**config.mk**
```make
export PLATFORM = sky130hd
export DESIGN_NAME = brd_rop_dim
export DESIGN_NICKNAME = d
export VERILOG_FILES = /design/src/rtl/brd_pkg.sv /design/src/rtl/brd_rop_dim.sv
export SDC_FILE = /design/constraint.sdc
export NUM_CORES = 1
export LEC_CHECK = 0
export BUFFER_PORTS_ARGS = -buffer_cell sky130_fd_sc_hd__buf_2
export CAP_MARGIN = 20
export CELL_PAD_IN_SITES_DETAIL_PLACEMENT = 0
export CELL_PAD_IN_SITES_GLOBAL_PLACEMENT = 2
export CORE_MARGIN = 3
export CORE_UTILIZATION = 31
export DETAILED_ROUTE_END_ITERATION = 8
export PLACE_DENSITY_LB_ADDON = 0.1
export SYNTH_ARGS = -nofsm -noshare
export SYNTH_HDL_FRONTEND = slang
export SYNTH_SLANG_ARGS = --single-unit
```
**constraint.sdc**
```tcl
create_clock -name clk_sys -period 1.5 [get_ports clk_sys]
set_input_delay 0.15 -clock clk_sys [delete_from_list [all_inputs] [get_ports clk_sys]]
set_output_delay 0.15 -clock clk_sys [all_outputs]
set_load 0.01 [all_outputs]
```
**src/rtl/brd_pkg.sv**
```systemverilog
`default_nettype none
package brd_pkg;
  // register offsets on the engine register port (byte addresses)
  localparam logic [7:0]  WIDTH_OFS        = 8'h0a;
  localparam logic [7:0]  ROP_CTRL_OFS     = 8'h0c;
  // width register layout
  localparam int          WIDTH_BITS       = 12;
  localparam logic [11:0] WIDTH_RESET      = 12'h000;
  // raster-op control field positions
  localparam int          ROP_TYPE_BIT     = 15;
  localparam int          ROP2_SRC_BIT     = 14;
  localparam int          REPEAT_ROT_BIT   = 11;
  localparam int          MATCH_CTRL_BIT   = 10;
  localparam int          TRANSP_OPND_BIT  = 9;
  localparam int          TRANSP_EN_BIT    = 8;
  localparam logic [15:0] ROP_CTRL_RESET   = 16'h0000;
  // command field codes that change how the width register or the repeat rotation bit is read
  localparam logic [3:0]  CMD_SHORT_STROKE = 4'h6;
  localparam logic [3:0]  CMD_LINE         = 4'h7;
  localparam logic [3:0]  CMD_ROT_BLT      = 4'hb;
  // read data seen at an unmapped offset
  localparam logic [15:0] UNMAPPED_DATA    = 16'h0000;
endpackage
`default_nettype wire

```
**src/rtl/brd_rop_dim.sv**
```systemverilog
// Summary of operation
// RQ1 - width register holds 12-bit rectangle width
// RQ2 - software triples width in packed 24-bit mode
// RQ3 - line command: width is major extent plus one
// RQ4 - short stroke: width is horizontal stroke length
// RQ5 - top control bit picks three or two operands
// RQ6 - bit 14 picks pattern or source, two-operand
// RQ7 - bit 11 repeats rotation only on rotation command
// RQ8 - bit 10 makes matching pixels opaque or transparent
// RQ9 - bit 8 enables transparency, bit 9 picks operand
// RQ10 - low byte code; two-operand uses bits 3:0
// RQ11 - three-operand result bit indexed pattern,source,destination
// RQ12 - two-operand result bit indexed source,destination
// RQ13 - command field selects width interpretation
// RQ14 - operation applied independently on every pixel bit
`timescale 1ns/10ps
`default_nettype none
module brd_rop_dim #(
  parameter int PIX_W = 32                      // pixel width in bits
) (
  input  wire logic                    clk_sys,      // 50 MHz engine clock
  input  wire logic                    rstn,         // async reset, active low
  input  wire logic                    reg_wr,       // register write strobe
  input  wire logic                    reg_rd,       // register read strobe
  input  wire logic [7:0]              reg_addr,     // byte offset from engine base
  input  wire logic [15:0]             reg_wdata,    // write data
  output logic      [15:0]             reg_rdata,    // read data, one cycle after reg_rd
  input  wire logic [3:0]              cmd_func,     // command field of engine_command_control
  input  wire logic                    op_valid,     // pixel operands present
  input  wire logic [PIX_W-1:0]        pat_pix,      // pattern pixel
  input  wire logic [PIX_W-1:0]        src_pix,      // source pixel
  input  wire logic [PIX_W-1:0]        dst_pix,      // destination pixel
  input  wire logic [PIX_W-1:0]        key_color,    // transparency compare colour
  output logic                         res_valid,    // result present, one cycle after op_valid
  output logic      [PIX_W-1:0]        res_pix,      // raster-op result
  output logic                         res_we,       // result is to be written
  output logic      [brd_pkg::WIDTH_BITS-1:0] rect_width,   // width for block and fill
  output logic      [brd_pkg::WIDTH_BITS-1:0] vector_len,   // length for line command
  output logic      [brd_pkg::WIDTH_BITS-1:0] stroke_len,   // length for horizontal stroke
  output logic                         repeat_rot    // repeated rotation transfer active
);
  import brd_pkg::*;

  // whole module state; every flop sits in this one struct so the reset
  // branch and the next-state copy can never drift apart
  typedef struct packed {
    logic [WIDTH_BITS-1:0] width_reg;   // width_or_vector_length
    logic [15:0]           ctrl_reg;    // raster_op_misc_control
    logic [15:0]           rdata;       // read data register
    logic                  valid;       // result valid
    logic [PIX_W-1:0]      res;         // result pixel
    logic                  we;          // write enable of result
    logic [WIDTH_BITS-1:0] rect;        // decoded rectangle width
    logic [WIDTH_BITS-1:0] vlen;        // decoded vector length
    logic [WIDTH_BITS-1:0] slen;        // decoded stroke length
    logic                  rrot;        // repeat rotation active
  } brd_state_s;

  brd_state_s st_reg;   // registered state
  brd_state_s st_next;  // next state

  // combinational helpers feeding the next-state logic
  logic [PIX_W-1:0] rop_bits;  // per-bit raster-op result
  logic             two_op;    // two-operand mode selected
  logic             match;     // compared operand equals key colour

  assign two_op = st_reg.ctrl_reg[ROP_TYPE_BIT];  // RQ5

  // one lookup per pixel bit; no carries run between bits
  for (genvar i = 0; i < PIX_W; i++) begin : g_rop  // RQ14
    logic opnd2;  // second operand of two-operand op
    assign opnd2 = st_reg.ctrl_reg[ROP2_SRC_BIT] ? pat_pix[i] : src_pix[i];  // RQ6
    // three-operand uses the full byte, two-operand only bits 3:0
    assign rop_bits[i] = two_op ? st_reg.ctrl_reg[{opnd2, dst_pix[i]}]        // RQ12 RQ10
                                : st_reg.ctrl_reg[{pat_pix[i], src_pix[i], dst_pix[i]}];  // RQ11 RQ10
  end

  // transparency compares either the source or the destination pixel
  // a full-width compare: a key that differs in any bit never matches
  assign match = (st_reg.ctrl_reg[TRANSP_OPND_BIT] ? dst_pix : src_pix) == key_color;  // RQ9

  // next-state logic; a register write is visible in the state right
  // after the edge that samples it, so a read one cycle later sees it
  always_comb begin
    st_next = st_reg;
    // register writes; reserved width bits are not stored and read zero
    if (reg_wr) begin
      if (reg_addr == WIDTH_OFS) begin
        st_next.width_reg = reg_wdata[WIDTH_BITS-1:0];  // RQ1
      end
      if (reg_addr == ROP_CTRL_OFS) begin
        st_next.ctrl_reg = reg_wdata;
      end
    end
    // read data; unmapped offsets read a fixed value
    if (reg_rd) begin
      unique case (reg_addr)
        WIDTH_OFS:    st_next.rdata = {4'h0, st_reg.width_reg};  // RQ1
        ROP_CTRL_OFS: st_next.rdata = st_reg.ctrl_reg;
        default:      st_next.rdata = UNMAPPED_DATA;
      endcase
    end
    // pixel result; a matching pixel is dropped only with mpc set
    st_next.valid = op_valid;
    if (op_valid) begin
      st_next.res = rop_bits;
      st_next.we  = !(st_reg.ctrl_reg[TRANSP_EN_BIT] && st_reg.ctrl_reg[MATCH_CTRL_BIT] && match);  // RQ8 RQ9
    end
    // width interpretation follows the command field; others read zero
    st_next.rect = st_reg.width_reg;                                                             // RQ1
    st_next.vlen = (cmd_func == CMD_LINE) ? st_reg.width_reg : '0;                               // RQ3 RQ13
    st_next.slen = (cmd_func == CMD_SHORT_STROKE) ? st_reg.width_reg : '0;                       // RQ4 RQ13
    st_next.rrot = st_reg.ctrl_reg[REPEAT_ROT_BIT] && (cmd_func == CMD_ROT_BLT);                 // RQ7 RQ13
  end

  // state register
  // reset values are zero apart from the write flag, which idles high so
  // a pixel never looks dropped before the first operand arrives
  always_ff @(posedge clk_sys or negedge rstn) begin
    if (!rstn) begin
      st_reg           <= '0;
      st_reg.width_reg <= WIDTH_RESET;
      st_reg.ctrl_reg  <= ROP_CTRL_RESET;
      st_reg.we        <= 1'b1;
    end else begin
      st_reg <= st_next;
    end
  end

  // outputs straight from the state flops
  // no logic between flop and pin, so downstream timing sees clean flops
  assign reg_rdata  = st_reg.rdata;
  assign res_valid  = st_reg.valid;
  assign res_pix    = st_reg.res;
  assign res_we     = st_reg.we;
  assign rect_width = st_reg.rect;
  assign vector_len = st_reg.vlen;
  assign stroke_len = st_reg.slen;
  assign repeat_rot = st_reg.rrot;
endmodule
`default_nettype wire

```
==> out/results.txt <==
Outcome -> finished, violations left
Failing checks -> setup timing
NumNets Final -> 1,057
Crit path max-delay family -> flip-flops
Remaining Overflow, GRT -> 0
Fin Hold WS -> 0.0124 ns
F_max -> 531 MHz
Final setup TNS -> -9.45 ns
Max IR drop VDD -> 677 µV
Post-synthesis register bit count -> 115
Area delta synth->final -> 26.1%
RSZ-0062 raised after global routing -> yes
Worst-margin pin slew -> 0.583 ns
CTS Buffer Depth -> 2
Psw -> 2930 µW
Critical path fanouts, max -> 13
Leakage -> 0.00516 µW
Fin util -> 40.1%
CP Cell Sequence -> buf_4, buf_12, mux2i_2, xor2_1, nand4_1, nor3_1, a31oi_1
Clock tree sinks -> 115
Core area -> 28,100 µm²
GR Util All Layers -> 19.6%
Dpl hpwl -> 21.0 mm
Worst Setup Slack post-DPL -> -0.615 ns
Synth unique cells -> 33
Fin. Hold Viols -> 0
Crit path time final -> 1.88 ns
Die area -> 30,900 µm²
Critical-path top delay cell -> dfrtp_2
Num CTS Buffers -> 17
Fillers -> 2,774
Reg area -> 2890 µm²
Clk root buf -> clkbuf_16
Initial antenna violation count -> 3
Worst setup path class -> register to register
Total Wirelength -> 30.6 mm
Int Pwr -> 6630 µW
First-pass GRT wire length -> 45.3 mm
Total Power -> 9560 µW
Pwr dens -> 850 nW/µm²
H-tree levels -> 4
Final Skew -> 0.00908 ns
Sw frac -> 30.7%
1st-pass router iterations -> 4
Clk_lat worst skew -> 0.42 ns
CTS tree -> done
Sequential share of the synthesized area -> 32.3%
Final worst setup slack -> -0.382 ns
Synthesized area per cell -> 12.5 µm²
Flop pwr share -> 35.1%
Worst Path Required -> 1.84 ns
CP Launch Type -> register
Final count of negative-setup-slack endpoints -> 33
Routed wire per std cell -> 23.7 µm
Ports -> 248
Initial Util -> 31.8%
Share of cells above drive strength 1 -> 56.7%
Syn nets -> 874
Most frequent cells after synthesis -> dfrtp_1, mux2i_1, mux4_2
Worst slew margin -> 61.2%
Via count -> 6,624
Number of global-route vias before repair -> 7,102
Top post-synthesis cells by area -> dfrtp_1, mux4_2, mux2i_1, buf_4, mux2_4
Site Rows -> 61
Synth warnings -> 0
Critical Path End Type -> register
Hold Crit Class -> input port to register
Max reg flops -> 32
Leading area contributor after synthesis -> dfrtp_1
Most numerous cell in the Yosys netlist -> dfrtp_1
Port Buffers -> 247
Crit share post-route -> 125%
Die Ht -> 176 µm
Clock power frac -> 43.9%
Maxcap violations -> 0
Critical path buffers and inverters -> 2
Post-synth EDFFs -> 0
CTS clk-pin slew, worst paths -> 0.07 ns
DRT iter0 DRCs -> 403
Synth Cell Area -> 8920 µm²
DR DRC count -> 0
Combinational share of power -> 21.0%
Dominant synthesized flop cell -> dfrtp_1
Area taken by multi-input logic gates -> 5150 µm²
Mapped Cells -> 713
CP Data Arrival Time -> 2.22 ns
Vias per cell -> 5.14
Proportion of netlist area held by the largest area contributor -> 32.0%
Die X -> 176 µm
Fin. max-slew vios -> 0
Routability-driven placement congestion ratio -> 0.804
Slowest stage delay, CP -> 0.44 ns
Largest net degree at the start of global routing -> 53
Async SR Flop Fraction -> 100%
Routed Antenna Nets -> 0
cells in the final DEF, fill, tap and decap left out, drive strengths merged:
cell type      n
buf          299
dfrtp        114
mux4          96
mux2i         96
mux2          60
nand2         36
o21ai         36
xor2          31
and2          24
clkbuf        19
dlygate4sd3   16
inv           15
nor2          14
a22oi         12
a21oi         12
nand4          7
nand3          6
nor3           3
and4b          2
clkinv         2
diode          1
nor3b          1
nor4bb         1
nor4b          1
xnor2          1
nor4           1
a31oi          1
bufinv         1
clkinvlp       1
dfstp          1
routing by layer:
metal | global-route usage (%) | vias to the layer above | wire length, µm | share of wire, %
met2 | 31.6 | 272 | 14700 | 48
met5 | 0 | - | 34 | 0.11
met4 | 4.82 | 4 | 482 | 1.6
li1 | - | 2938 | - | -
met1 | 26.3 | 3378 | 13400 | 44
met3 | 5.21 | 32 | 1930 | 6.3
per-stage QoR:
| stage | std cells | instance area [µm²] |
|---|---|---|
| final | 1288 | 11200 |
| after global routing | 1288 | 11200 |
| after CTS | 1286 | 11200 |
| after detailed placement | 1230 | 10200 |
| after global placement | 1230 | 10200 |
| after floorplan | 713 | 8920 |
worst paths after layout:
check	depth (start not counted)	start	slack (ns)	endpoint
min	2	reg_wdata[5]	0.01	st_reg[92]
min reg2reg	0	st_next[30]	0.45	rect_width[5]
max reg2reg	7	st_reg[96]	-0.38	res_we
max in group asynchronous	3	rstn	0.72	res_we
min in group asynchronous	2	rstn	0.19	rect_width[0]
max	7	st_reg[96]	-0.38	res_we
layout make-up:
type | instances | area share (%)
antenna | 1 | 0.0222
clock buffer | 17 | 3.78
clock inverter | 15 | 1.42
inverter | 4 | 0.133
multi-input combinational | 441 | 45.8
sequential | 115 | 25.7
tap | 378 | 4.20
timing repair buffer | 317 | 19.0
cell families after synthesis:
kind of cell / Yosys count / synth area share [%]
multiplexers: 252 / 43.9
XOR/XNOR: 32 / 3.14
buffers and inverters: 157 / 11.4
AO/OA/AOI/OAI: 61 / 3.77
flip-flops: 115 / 32.3
AND/OR/NAND/NOR: 96 / 5.53
what timing repair did:
action / in CTS / in global routing
endpoints found under the hold margin: 132 / 0
gates cloned: 3 / 1
setup buffers: 5 / 1
gates resized for setup: 29 / 10
setup endpoints to repair: 33 / 33
hold buffers: 16 / 0
pin swaps: 5 / 4
worst reg2reg max path: cells and delay by family, from the launching register on:
kind | cells | cell delay (ns)
buffers and inverters | 2 | 0.31
AOI/OAI and AO/OA | 1 | 0.11
muxes | 1 | 0.32
and+or+nand+nor | 2 | 0.44
DFF | 1 | 0.44
xor gates and xnor gates | 1 | 0.19
power groups by stage:
stage          clock network (µW)  logic (µW)  registers [µW]
2_1_floorplan                   0        1130            3360
3_3_place_gp                    0        1850            3400
3_5_place_dp                    0        1890            3410
4_1_cts                      4300        2010            3350
5_1_grt                      4440        2150            3370
6_report                     4200        2010            3350
(Power assumes the default switching activity.)
